[config.mk]
export PLATFORM = sky130hd
export DESIGN_NAME = aou_update_ctrl
export DESIGN_NICKNAME = d
export VERILOG_FILES = /design/src/aou_pkg.sv /design/src/aou_oclk_pin.sv /design/src/aou_update_ctrl.sv
export SDC_FILE = /design/constraint.sdc
export NUM_CORES = 1
export LEC_CHECK = 0
export BUFFER_PORTS_ARGS = -buffer_cell sky130_fd_sc_hd__buf_2
export CAP_MARGIN = 20
export CORE_ASPECT_RATIO = 1.4
export CORE_MARGIN = 2
export CORE_UTILIZATION = 35
export CTS_CLUSTER_DIAMETER = 30
export CTS_CLUSTER_SIZE = 24
export DETAILED_ROUTE_END_ITERATION = 6
export SLEW_MARGIN = 25
export SYNTH_ARGS = -nofsm -noshare
export SYNTH_HDL_FRONTEND = slang
export SYNTH_HIERARCHICAL = 1
export SYNTH_SLANG_ARGS = --single-unit
[constraint.sdc]
create_clock -name clk_sys -period 3.1 [get_ports clk_sys]
set_input_delay 0.775 -clock clk_sys [delete_from_list [all_inputs] [get_ports clk_sys]]
set_output_delay 0.775 -clock clk_sys [all_outputs]
set_load 0.005 [all_outputs]
[src/aou_pkg.sv]
package aou_pkg;
	// channel count and code width
	localparam int NUM_CH = 4;
	localparam int CODE_W = 16;

	// register byte offsets
	localparam logic [7:0] OFS_BCR = 8'h00;
	localparam logic [7:0] OFS_CH0 = 8'h08;
	localparam logic [7:0] OFS_CH1 = 8'h0C;
	localparam logic [7:0] OFS_CH2 = 8'h10;
	localparam logic [7:0] OFS_CH3 = 8'h14;
	localparam logic [7:0] OFS_BOR = 8'h18;

	// reset values
	localparam logic [15:0] CODE_RST = 16'h8000;
	localparam logic [3:0] MASK_RST = 4'hF;
	localparam logic [1:0] RANGE_RST = 2'h0;

	// board_control_reg field positions
	localparam int BCR_BUF_EN = 0;
	localparam int BCR_SIMUL = 1;
	localparam int BCR_RATE_EN = 2;
	localparam int BCR_SW_CLK = 3;
	localparam int BCR_RANGE_LO = 4;
	localparam int BCR_TWOS = 6;

	// output span codes
	localparam logic [1:0] RANGE_10V = 2'h0;
	localparam logic [1:0] RANGE_5V = 2'h1;
	localparam logic [1:0] RANGE_2V5 = 2'h2;

	// buffered_ops_reg field positions
	localparam int BOR_MASK_LO = 0;
	localparam int BOR_INITIATOR = 4;
	localparam int BOR_CLK_EN = 5;
	localparam int BOR_CLK_READY = 6;
	localparam int BOR_SW_CLK = 7;
	localparam int BOR_CIRC = 8;
	localparam int BOR_FOLLOW_LO = 20;
	localparam int BOR_SEQ = 22;
	localparam int BOR_BURST = 23;

	// follow_adc_clock_field codes
	localparam logic [1:0] FOLLOW_OFF = 2'h0;
	localparam logic [1:0] FOLLOW_SAMPLE = 2'h1;
	localparam logic [1:0] FOLLOW_ACQ = 2'h2;

	// initiator low pulse timing
	localparam int CLK_NS = 20;
	localparam int PULSE_MIN_NS = 70;
	localparam int PULSE_MAX_NS = 150;
	localparam int PULSE_CYC = (PULSE_MIN_NS + CLK_NS - 1) / CLK_NS;
	localparam int PULSE_MAX_CYC = PULSE_MAX_NS / CLK_NS;

	// buffered transfer states
	typedef enum logic [1:0] {
		AOU_IDLE = 2'b01,
		AOU_FETCH = 2'b10
	} aou_state_e;
endpackage

[src/aou_oclk_pin.sv]
`timescale 1ns/1ns
module aou_oclk_pin (
	// clock and reset
	input wire logic clk_sys,
	input wire logic rst_n,
	// control
	input wire logic initiator,
	input wire logic fire,
	// pin
	input wire logic pin_in,
	output logic pin_out,
	output logic pin_oe,
	// received clock
	output logic fall
);
	localparam int CW = $clog2(aou_pkg::PULSE_CYC + 1);
	localparam logic [CW-1:0] PULSE_LEN = CW'(aou_pkg::PULSE_CYC);

	// pulse length must fit the allowed window
	if (aou_pkg::PULSE_CYC > aou_pkg::PULSE_MAX_CYC || aou_pkg::PULSE_CYC < 1) begin : g_bad_pulse
		$error("initiator pulse length outside window");
	end

	logic sync1; // first stage, read by sync2 only
	logic sync2; // stable pin level
	logic sync3; // previous stable level
	logic [CW-1:0] pulse_cnt; // remaining low cycles

	// two-stage synchroniser plus history
	always_ff @(posedge clk_sys or negedge rst_n) begin
		if (!rst_n) begin
			sync1 <= 1'b1;
			sync2 <= 1'b1;
			sync3 <= 1'b1;
		end else begin
			sync1 <= pin_in;
			sync2 <= sync1;
			sync3 <= sync2;
		end
	end

	// one received clock per falling edge in target mode
	always_ff @(posedge clk_sys or negedge rst_n) begin
		if (!rst_n) begin
			fall <= 1'b0;
		end else begin
			fall <= !initiator && sync3 && !sync2;
		end
	end

	// low pulse counter in initiator mode
	always_ff @(posedge clk_sys or negedge rst_n) begin
		if (!rst_n) begin
			pulse_cnt <= '0;
		end else if (!initiator) begin
			pulse_cnt <= '0;
		end else if (fire) begin
			pulse_cnt <= PULSE_LEN;
		end else if (pulse_cnt != '0) begin
			pulse_cnt <= pulse_cnt - CW'(1);
		end
	end

	// pin drive, registered
	always_ff @(posedge clk_sys or negedge rst_n) begin
		if (!rst_n) begin
			pin_oe <= 1'b0;
			pin_out <= 1'b1;
		end else begin
			pin_oe <= initiator;
			pin_out <= !(initiator && (fire || pulse_cnt > CW'(1)));
		end
	end
endmodule // aou_oclk_pin

[src/aou_update_ctrl.sv]
// Function
// - buffered select picks register or buffer source
// - channel registers hold 16-bit code, upper ignored
// - span field, three ranges, widest after reset
// - immediate mode: write updates its channel
// - simultaneous mode: output clock updates all channels
// - clock from strobe, generator, pin, inputs
// - source chosen by enable, initiator, follow field
// - initiator drives pin low pulse per clock, only with follow field off
// - target mode: pin falling edge gives clock
// - generator ignored in target or follow modes
// - follow 1: clock at input sample rate
// - follow 2: one clock per acquired sample
// - follow field acts in both modes
// - active mask forms group; buffer forms frame
// - buffered codes offset binary or two's complement
// - open buffer discards values until empty
// - circular buffer recirculates values with end marker
// - buffered clock external or internal generator
// - simultaneous buffered: whole group per clock
// - sequential buffered: one channel per clock
// - continuous runs on; burst sends one frame
// - inactive channel keeps its last value
// - host buffer writes only when open
`timescale 1ns/1ns
module aou_update_ctrl (
	// clock and reset
	input wire logic clk_sys,
	input wire logic rst_n,
	// register access port
	input wire logic reg_wr,
	input wire logic reg_rd,
	input wire logic [7:0] reg_addr,
	input wire logic [31:0] reg_wdata,
	output logic [31:0] reg_rdata,
	// clock sources, same clock domain
	input wire logic rate_c_tick,
	input wire logic adc_sample_tick,
	input wire logic adc_acq_tick,
	input wire logic burst_trigger,
	// output clock pin
	input wire logic oclk_pin_in,
	output logic oclk_pin_out,
	output logic oclk_pin_oe,
	// output buffer read side
	input wire logic buf_valid,
	input wire logic [15:0] buf_data,
	input wire logic buf_eof,
	output logic buf_ready,
	// circular write-back
	output logic recirc_valid,
	output logic [15:0] recirc_data,
	output logic recirc_eof,
	// host buffer write permission
	output logic host_buf_wr_allow,
	// converter side
	output logic [15:0] dac_code0,
	output logic [15:0] dac_code1,
	output logic [15:0] dac_code2,
	output logic [15:0] dac_code3,
	output logic [3:0] dac_load,
	output logic [1:0] dac_range
);
	localparam int N = aou_pkg::NUM_CH;

	// true when no active channel sits above ch
	function automatic logic is_last(input logic [3:0] mask, input logic [1:0] ch);
		logic [3:0] above;
		above = mask >> (3'(ch) + 3'd1);
		return above == 4'h0;
	endfunction

	// next active channel after ch, wrapping
	function automatic logic [1:0] next_active(input logic [3:0] mask, input logic [1:0] ch);
		logic [1:0] res;
		logic [1:0] idx;
		res = ch;
		for (int k = 3; k >= 1; k--) begin
			idx = ch + 2'(k);
			if (mask[idx]) begin
				res = idx;
			end
		end
		return res;
	endfunction

	// buffered code to offset binary
	function automatic logic [15:0] to_offset(input logic [15:0] v, input logic twos);
		return twos ? {~v[15], v[14:0]} : v;
	endfunction

	// board_control_reg fields
	logic buf_en; // buffered mode
	logic simul; // synchronous update
	logic rate_en; // internal generator enable
	logic [1:0] out_range; // output span
	logic twos; // two's complement coding
	// buffered_ops_reg fields
	logic [3:0] active_mask; // out_channel_active_bit group
	logic initiator; // clock driver select
	logic clk_en; // buffered clocking enable
	logic circ; // circular buffer
	logic [1:0] follow_adc_clock_field; // follow input rate
	logic seq; // sequential clocking
	logic burst; // triggered burst sampling
	// strobes and clocks
	logic sw_pulse; // one-cycle software strobe
	logic src_tick; // selected hardware source
	logic oclk; // output clock event
	logic pin_fall; // received pin edge
	// storage
	logic [15:0] ch_code [N]; // output_code_bits per channel
	logic [15:0] dac_q [N]; // converter codes
	logic [15:0] stage [N]; // group being assembled
	// buffered transfer
	aou_pkg::aou_state_e state;
	logic [1:0] ch_ptr; // channel of next value
	logic burst_armed; // frame pending in burst mode
	logic pop; // value taken this cycle
	logic [15:0] pop_code; // converted value
	logic grp_end; // value closes a group
	logic ch_hit [N]; // decoded channel address

	// channel register decode
	always_comb begin
		ch_hit[0] = reg_addr == aou_pkg::OFS_CH0;
		ch_hit[1] = reg_addr == aou_pkg::OFS_CH1;
		ch_hit[2] = reg_addr == aou_pkg::OFS_CH2;
		ch_hit[3] = reg_addr == aou_pkg::OFS_CH3;
	end

	// board_control_reg writes
	always_ff @(posedge clk_sys or negedge rst_n) begin
		if (!rst_n) begin
			buf_en <= 1'b0;
			simul <= 1'b0;
			rate_en <= 1'b0;
			out_range <= aou_pkg::RANGE_RST;
			twos <= 1'b0;
		end else if (reg_wr && reg_addr == aou_pkg::OFS_BCR) begin
			buf_en <= reg_wdata[aou_pkg::BCR_BUF_EN];
			simul <= reg_wdata[aou_pkg::BCR_SIMUL];
			rate_en <= reg_wdata[aou_pkg::BCR_RATE_EN];
			twos <= reg_wdata[aou_pkg::BCR_TWOS];
			// unused span code keeps the old span
			if (reg_wdata[aou_pkg::BCR_RANGE_LO +: 2] != 2'h3) begin
				out_range <= reg_wdata[aou_pkg::BCR_RANGE_LO +: 2];
			end
		end
	end

	// buffered_ops_reg writes
	always_ff @(posedge clk_sys or negedge rst_n) begin
		if (!rst_n) begin
			active_mask <= aou_pkg::MASK_RST;
			initiator <= 1'b0;
			clk_en <= 1'b0;
			circ <= 1'b0;
			follow_adc_clock_field <= aou_pkg::FOLLOW_OFF;
			seq <= 1'b0;
			burst <= 1'b0;
		end else if (reg_wr && reg_addr == aou_pkg::OFS_BOR) begin
			active_mask <= reg_wdata[aou_pkg::BOR_MASK_LO +: 4];
			initiator <= reg_wdata[aou_pkg::BOR_INITIATOR];
			clk_en <= reg_wdata[aou_pkg::BOR_CLK_EN];
			circ <= reg_wdata[aou_pkg::BOR_CIRC];
			follow_adc_clock_field <= reg_wdata[aou_pkg::BOR_FOLLOW_LO +: 2];
			seq <= reg_wdata[aou_pkg::BOR_SEQ];
			burst <= reg_wdata[aou_pkg::BOR_BURST];
		end
	end

	// software strobe: set by either register, cleared next cycle
	always_ff @(posedge clk_sys or negedge rst_n) begin
		if (!rst_n) begin
			sw_pulse <= 1'b0;
		end else begin
			sw_pulse <= reg_wr && ((reg_addr == aou_pkg::OFS_BCR && reg_wdata[aou_pkg::BCR_SW_CLK])
				|| (reg_addr == aou_pkg::OFS_BOR && reg_wdata[aou_pkg::BOR_SW_CLK]));
		end
	end

	// output clock source select
	always_comb begin
		unique case (follow_adc_clock_field)
			aou_pkg::FOLLOW_SAMPLE: src_tick = adc_sample_tick;
			aou_pkg::FOLLOW_ACQ: src_tick = adc_acq_tick;
			aou_pkg::FOLLOW_OFF: src_tick = initiator ? (rate_en && rate_c_tick) : pin_fall;
			default: src_tick = 1'b0;
		endcase
	end

	// direct mode needs no clock enable; buffered mode does, except for the software strobe
	assign oclk = sw_pulse || (src_tick && (!buf_en || clk_en));

	// pin handling: drive pulses or receive edges
	aou_oclk_pin u_pin (
		.clk_sys(clk_sys),
		.rst_n(rst_n),
		.initiator(initiator && follow_adc_clock_field == aou_pkg::FOLLOW_OFF),
		.fire(oclk),
		.pin_in(oclk_pin_in),
		.pin_out(oclk_pin_out),
		.pin_oe(oclk_pin_oe),
		.fall(pin_fall)
	);

	// channel data registers, low half kept
	always_ff @(posedge clk_sys or negedge rst_n) begin
		if (!rst_n) begin
			for (int i = 0; i < N; i++) begin
				ch_code[i] <= aou_pkg::CODE_RST;
			end
		end else if (reg_wr) begin
			for (int i = 0; i < N; i++) begin
				if (ch_hit[i]) begin
					ch_code[i] <= reg_wdata[15:0];
				end
			end
		end
	end

	// buffered value handling
	assign buf_ready = state == aou_pkg::AOU_FETCH;
	assign pop = buf_ready && buf_valid;
	assign pop_code = to_offset(buf_data, twos);
	assign grp_end = is_last(active_mask, ch_ptr);
	assign host_buf_wr_allow = !circ;

	// buffered transfer sequencer
	always_ff @(posedge clk_sys or negedge rst_n) begin
		if (!rst_n) begin
			state <= aou_pkg::AOU_IDLE;
			ch_ptr <= 2'd0;
		end else if (!buf_en || active_mask == 4'h0) begin
			state <= aou_pkg::AOU_IDLE;
			ch_ptr <= next_active(active_mask, 2'd3);
		end else begin
			unique case (state)
				aou_pkg::AOU_IDLE: begin
					// a clock starts a group or a single value
					if (oclk && (!burst || burst_armed)) begin
						state <= aou_pkg::AOU_FETCH;
						if (!seq) begin
							ch_ptr <= next_active(active_mask, 2'd3);
						end else if (!active_mask[ch_ptr]) begin
							ch_ptr <= next_active(active_mask, ch_ptr);
						end
					end
				end
				aou_pkg::AOU_FETCH: begin
					if (!buf_valid) begin
						state <= aou_pkg::AOU_IDLE;
					end else begin
						ch_ptr <= next_active(active_mask, ch_ptr);
						if (seq || grp_end) begin
							state <= aou_pkg::AOU_IDLE;
						end
					end
				end
			endcase
		end
	end

	// burst frame arming and end of frame
	always_ff @(posedge clk_sys or negedge rst_n) begin
		if (!rst_n) begin
			burst_armed <= 1'b0;
		end else if (!burst) begin
			burst_armed <= 1'b0;
		end else if (burst_trigger) begin
			burst_armed <= 1'b1;
		end else if (pop && buf_eof && (seq || grp_end)) begin
			burst_armed <= 1'b0;
		end
	end

	// group staging for simultaneous buffered clocking
	always_ff @(posedge clk_sys or negedge rst_n) begin
		if (!rst_n) begin
			for (int i = 0; i < N; i++) begin
				stage[i] <= aou_pkg::CODE_RST;
			end
		end else if (pop) begin
			stage[ch_ptr] <= pop_code;
		end
	end

	// circular write-back with end marker
	always_ff @(posedge clk_sys or negedge rst_n) begin
		if (!rst_n) begin
			recirc_valid <= 1'b0;
			recirc_data <= 16'h0000;
			recirc_eof <= 1'b0;
		end else begin
			recirc_valid <= pop && circ;
			recirc_data <= buf_data;
			recirc_eof <= buf_eof;
		end
	end

	// converter codes and load strobes
	always_ff @(posedge clk_sys or negedge rst_n) begin
		if (!rst_n) begin
			for (int i = 0; i < N; i++) begin
				dac_q[i] <= aou_pkg::CODE_RST;
			end
			dac_load <= 4'h0;
		end else begin
			dac_load <= 4'h0;
			if (buf_en) begin
				if (pop && seq) begin
					// single value straight to its channel
					dac_q[ch_ptr] <= pop_code;
					dac_load[ch_ptr] <= 1'b1;
				end else if (pop && grp_end) begin
					// whole group at once, active channels only
					for (int i = 0; i < N; i++) begin
						if (active_mask[i]) begin
							dac_q[i] <= (2'(i) == ch_ptr) ? pop_code : stage[i];
						end
					end
					dac_load <= active_mask;
				end
			end else if (simul) begin
				// hold until an output clock, then all at once
				if (oclk) begin
					for (int i = 0; i < N; i++) begin
						dac_q[i] <= ch_code[i];
					end
					dac_load <= 4'hF;
				end
			end else begin
				// immediate: each write goes out on its own
				for (int i = 0; i < N; i++) begin
					if (reg_wr && ch_hit[i]) begin
						dac_q[i] <= reg_wdata[15:0];
						dac_load[i] <= 1'b1;
					end
				end
			end
		end
	end

	// source of converter codes follows the mode bit
	assign dac_code0 = dac_q[0];
	assign dac_code1 = dac_q[1];
	assign dac_code2 = dac_q[2];
	assign dac_code3 = dac_q[3];
	assign dac_range = out_range;

	// registered read data
	always_ff @(posedge clk_sys or negedge rst_n) begin
		if (!rst_n) begin
			reg_rdata <= 32'h0000_0000;
		end else if (reg_rd) begin
			reg_rdata <= 32'h0000_0000;
			unique case (reg_addr)
				aou_pkg::OFS_BCR: begin
					reg_rdata[aou_pkg::BCR_BUF_EN] <= buf_en;
					reg_rdata[aou_pkg::BCR_SIMUL] <= simul;
					reg_rdata[aou_pkg::BCR_RATE_EN] <= rate_en;
					reg_rdata[aou_pkg::BCR_RANGE_LO +: 2] <= out_range;
					reg_rdata[aou_pkg::BCR_TWOS] <= twos;
				end
				aou_pkg::OFS_CH0: reg_rdata[15:0] <= ch_code[0];
				aou_pkg::OFS_CH1: reg_rdata[15:0] <= ch_code[1];
				aou_pkg::OFS_CH2: reg_rdata[15:0] <= ch_code[2];
				aou_pkg::OFS_CH3: reg_rdata[15:0] <= ch_code[3];
				aou_pkg::OFS_BOR: begin
					reg_rdata[aou_pkg::BOR_MASK_LO +: 4] <= active_mask;
					reg_rdata[aou_pkg::BOR_INITIATOR] <= initiator;
					reg_rdata[aou_pkg::BOR_CLK_EN] <= clk_en;
					reg_rdata[aou_pkg::BOR_CLK_READY] <= state == aou_pkg::AOU_IDLE;
					reg_rdata[aou_pkg::BOR_CIRC] <= circ;
					reg_rdata[aou_pkg::BOR_FOLLOW_LO +: 2] <= follow_adc_clock_field;
					reg_rdata[aou_pkg::BOR_SEQ] <= seq;
					reg_rdata[aou_pkg::BOR_BURST] <= burst;
				end
				default: reg_rdata <= 32'h0000_0000;
			endcase
		end
	end
endmodule // aou_update_ctrl

== After elaboration in Yosys (flattened, before gate mapping) ==
Index checks and enable logic that the tools add are counted.
Operators by class
  equal/unequal tests: 25
  reductions and logical operators: 58
  order comparisons: 8
  bitwise gates (word level): 2
  multiplexer cells: 73
  shift operators: 1
  add/sub/neg operators: 5
Operator list (number)
  2-to-1 mux 64 bit: 5
  2-to-1 mux 16 bit: 14
  bitwise mux 64 bit: 2
  one-hot mux 3 bit (6 select lines): 2
  demux 16 bit (select 2 bit): 1
  2-to-1 mux 2 bit: 14
  one-hot mux 7 bit (4 select lines): 1
  == test 8 x 5 -> 1 bit (second input constant): 3
  logical AND 1 bit: 24
  2-to-1 mux 4 bit: 6
  == test 8 x 4 -> 1 bit (second input constant): 2
  AND reduction 4 bit: 4
  != test 3 x 1 -> 1 bit (second input constant): 5
  nonzero test 3 bit: 5
  2-to-1 mux 1 bit: 14
  less-than comparator 2 x 3 -> 1 bit (second input constant): 4
  AND reduction 2 bit: 6
  one-hot mux 1 bit (5 select lines): 2
  2-to-1 mux 3 bit: 3
  != test 3 x 2 -> 1 bit (second input constant): 3
  binary-select mux 1 bit (select 2 bit): 4
  logical NOT 4 bit: 2
  logical NOT 8 bit: 1
  one-hot mux 2 bit (2 select lines): 2
  other kinds (26): 43
Storage, ports and cells
  register bits after elaboration: 266
  output and inout bits: 124
  bits of input ports: 67

== Longest topological paths before layout ==
  depth in word-level cells: 11
  gate-level depth with buffers: 10
  gate-level depth less buffers: 8

== Hierarchy ==
Netlist, hierarchy kept.
Modules (own cells, without submodules)
  aou_update_ctrl: sequential area each 6452.4 um2, cells an instance 1013, area each 12157.9 um2, instances 1
  aou_oclk_pin: sequential area each 230.2 um2, cells an instance 27, area each 365.4 um2, instances 1

== Worst setup path before layout ==
OpenSTA, ideal clock, no wires.
  path kind: input-to-reg
  start: input reg_addr[5]
  end: register dac_q, in the netlist dac_code3[10]
  setup time: 0.127 ns
  stages on the path: 7
  arrival time: 2.733 ns
  path slack: 0.240 ns
  data required time: 2.973 ns
  cell sequence: or4_4 > nor2_4 > nand4_4 > or2_0 > a21oi_4 > buf_6 > mux2_1
Between the ends
  cells in the longest elaborated chain, start to end: 4
RTL lines
  start: declaration: RTL line aou_update_ctrl.sv:33  | input wire logic [7:0] reg_addr,
  == test 8 x 5 -> 1 bit: RTL line aou_update_ctrl.sv:129  | ch_hit[3] = reg_addr == aou_pkg::OFS_CH3;
  logical AND 1 bit: RTL line aou_update_ctrl.sv:336  | if (reg_wr && ch_hit[i]) begin
  nonzero test 3 bit (no line)
  AND reduction 4 bit (no line)
  end signal: indexed assignment: RTL line aou_update_ctrl.sv:320  | dac_q[i] <= (2'(i) == ch_ptr) ? pop_code : stage[i];
  end signal: indexed assignment: RTL line aou_update_ctrl.sv:329  | dac_q[i] <= ch_code[i];
  end signal: indexed assignment: RTL line aou_update_ctrl.sv:337  | dac_q[i] <= reg_wdata[15:0];
  end: declaration: RTL line aou_update_ctrl.sv:113  | logic [15:0] dac_q [N];
No other way between the ends.
A chain may end at the register's enable or synchronous reset.

== Worst setup path after layout ==
  start: register state[0]
  end: register stage[32] in the netlist's numbering
Between the ends
  cells in the longest elaborated chain, start to end: 2
RTL lines
  start: declaration: RTL line aou_update_ctrl.sv:116  | aou_pkg::aou_state_e state;
  start signal: assignment: RTL line aou_update_ctrl.sv:233  | state <= aou_pkg::AOU_IDLE;
  start signal: assignment: RTL line aou_update_ctrl.sv:236  | state <= aou_pkg::AOU_IDLE;
  start signal: assignment: RTL line aou_update_ctrl.sv:243  | state <= aou_pkg::AOU_FETCH;
  == test 2 bit: RTL line aou_update_ctrl.sv:224  | assign buf_ready = state == aou_pkg::AOU_FETCH;
  logical AND 1 bit: RTL line aou_update_ctrl.sv:225  | assign pop = buf_ready && buf_valid;
  end signal: indexed assignment: RTL line aou_update_ctrl.sv:282  | stage[i] <= aou_pkg::CODE_RST;
  end signal: indexed assignment: RTL line aou_update_ctrl.sv:285  | stage[ch_ptr] <= pop_code;
  end: declaration: RTL line aou_update_ctrl.sv:114  | logic [15:0] stage [N];
No other way between the ends.

==> impl_metrics.ini <==
[global_route]
met1_usage = 0.229
grt.total_usage = 0.206
grtUsageMet3 = 0.0327
grt.overflow.total = 0
grt_pass1_vias = 9559
grt_pass1_wl_mm = 57.8
use_met2 = 0.362
grt_start_max_net_pins = 78
antenna_found_initial = 3
gr-max-usage-layer = met2

[critical_path]
r2r_cells = 5
critPathLaunchType = register
regToRegSetupSlack_ns = 0.43
timing.rr.start = state[0]$_DFFE_PN1P_
required_ns = 3.53
max_stage_delay_ns = 0.68
crit_slowest_cell = nand2_1
path_class = register to register
crit_family = simple AND/OR/NAND/NOR gates
critPathArrivalTime_ns = 3.10
reg2reg_to = stage[32]$_DFFE_PN0P_
worst-path-max-fanout = 17
cp_cell_sequence = nand2b_1 > inv_1 > and2_1 > nand2_1 > mux2_2
endpoint_kind = register
worst-path-stages = 5
critPathBufInv = 1

[placement]
place_congestion = 0.881
portBuffers = 166
dp_cells = 1633
hpwl_mm = 27.2

[drt]
ant_nets = 0
vias_per_cell = 5.34
vias = 9187
dr.pass1.iters = 6
wl_per_cell_um = 22.1
wl_mm = 38.0
drt_iter0_markers = 518
drc = 0

[power_and_ir_drop]
seq_power_share = 0.390
leakagePower_nw = 7.39
max-vdd-ir-drop_uv = 537
swShare = 0.266
power.density_mw_per_mm2 = 705
p_switching_mw = 2.93
internal_power_mw = 8.08
p_comb_frac = 0.147
clkPwrFrac = 0.463

[clocking]
cts_tree = built
hold_buffers = 0
cts_made_buffers = 45
cts_sinks = 266
insertion_delay_ns = 0.55
post-cts-setup-buffers = 0
htree_num_levels = 2
cts_root_buffer = clkbuf_16
clk_path_buf_depth = 3
clkSlewWorstSetupHoldPaths_ns = 0.06
cts_resized = 0

[worst_hold_path]
hp-class = input port to asynchronous set/reset pin

[layout]
final_common_cell = dfrtp_1
final_cell_mix = 243 x dfrtp_1, 175 x mux2_2, 165 x buf_2
register_area_mm2 = 0.00669
nets = 1292
num-fill-cells = 3356
finalNonFillerCells = 1719
drive_gt1_frac = 0.418
area_growth_syn_to_layout_pct = 24.6
multi_input_area_mm2 = 0.00534

[logic_synthesis]
synth_top_area_share = 0.490
netlist_area_mm2 = 0.0125
yosysUniqueCellTypes = 66
synth_ff_type = dfrtp_1
yosysTopAreaCell = dfrtp_1
netlist_instances = 1040
async_flop_share = 1.00
avgSynthCellArea_um2 = 12.0
synth_area_leaders = dfrtp_1 49%, mux2_2 16%, dfstp_2 4.4%, a221o_1 3.6%, a21oi_1 3.2%
yosysWarnings = 6
synth_edf_count = 0
yosysSeqAreaShare = 0.534
synth-seq-cells = 266

[sta]
slew_headroom = 0.457
clock.fmax_mhz = 374
rsz0062_at_grt = no
hold_violations = 0
fin_crit_ns = 2.67
worst-slew-pin-transition_ns = 0.814
skew_ns = 0.0322
period_share = 0.861
setup_tns_ns = 0
setup_violations = 0
holdWs_ns = 0.221
drv_slew = 0

[die]
io-pin-count = 191
start_util = 0.353
coreArea_mm2 = 0.0355
die_w_um = 164
dieArea_mm2 = 0.0373
rows = 82
fp.dieH_um = 228

[run]
drv_cap = 0

[outcome]
status = finished, final reports clean
[power by group through the flow]
stage	clock network (mW)	registers, mW	logic, mW
finish	5.10	4.29	1.61
global route	5.35	4.35	1.77
CTS	5.20	4.30	1.65
detailed placement	0	4.35	1.64
global placement	0	4.35	1.61
floorplan	0	4.31	0.777
[synth_stat cells (11+ instances only)]
| cell | instances |
|---|---|
| nor2b_1 | 19 |
| o211ai_1 | 18 |
| mux2_2 | 175 |
| buf_4 | 13 |
| nor2_1 | 65 |
| mux2_4 | 18 |
| nand2_1 | 45 |
| o22ai_1 | 12 |
| dfrtp_1 | 245 |
| o21ai_0 | 17 |
| clkbuf_1 | 56 |
| a21oi_1 | 80 |
| nand3_1 | 31 |
| dfstp_2 | 21 |
| a221o_1 | 45 |
| inv_1 | 31 |
| a221oi_1 | 11 |
[worst max-delay path by stage]
stage                         start  slack, ns                         to
2_1_floorplan           reg_addr[5]       0.24  dac_code3[10]$_DFFE_PN0P_
3_3_place_gp            reg_addr[5]       0.15   dac_code0[9]$_DFFE_PN0P_
3_5_place_dp            reg_addr[5]       0.13   reg_rdata[4]$_DFFE_PN0P_
4_1_cts        state[0]$_DFFE_PN1P_       0.44      stage[36]$_DFFE_PN0P_
5_1_grt        state[0]$_DFFE_PN1P_       0.30      stage[42]$_DFFE_PN0P_
6_report       state[0]$_DFFE_PN1P_       0.43      stage[32]$_DFFE_PN0P_
[metal layers]
layer | vias to the layer above | wire [µm]
met5 | - | 13
met4 | 2 | 2420
met3 | 85 | 1500
met2 | 259 | 20100
met1 | 4650 | 13900
li1 | 4191 | -
[area by class of cell]
cell class / count / area share
inverters: 31 / 0.00746
clock inverters: 30 / 0.0201
well taps: 462 / 0.0370
multi-input cells: 668 / 0.342
clock buffers: 54 / 0.0815
diodes: 2 / 0.000321
flip-flops and latches: 266 / 0.428
repair buffers: 206 / 0.0827
[per-stage QoR]
stage	instance area, µm²	power [mW]	setup WS, ns	utilization
CTS	15600	11.2	0.440	0.439
global placement	14000	5.96	0.145	0.395
global route	15600	11.5	0.299	0.440
floorplan	12600	5.09	0.240	-
finish	15600	11.0	0.429	0.440
detailed placement	14000	5.99	0.126	0.395
[state kept, by name, indices dropped and copies added (netlist names), 3 cells and up]
name,cells
active_mask,4
ch_code,64
dac_code0,16
dac_code1,16
dac_code2,16
dac_code3,16
dac_load,4
recirc_data,16
reg_rdata,20
stage,64
u_pin/pulse_cnt,3
[logic make-up (layout without fill, tap and decap cells)]
logic type	count (synthesis)	in the layout	synth area share
mux	208	208	0.195
flops	266	266	0.534
compound gates	241	241	0.140
buf+inv	117	321	0.0442
simple gates	198	198	0.0787
fa+ha+maj	7	7	0.00699
other cells	1	14	0.000299
xor+xnor	2	2	0.00140
No activity file was read; power rests on OpenSTA's default activity.
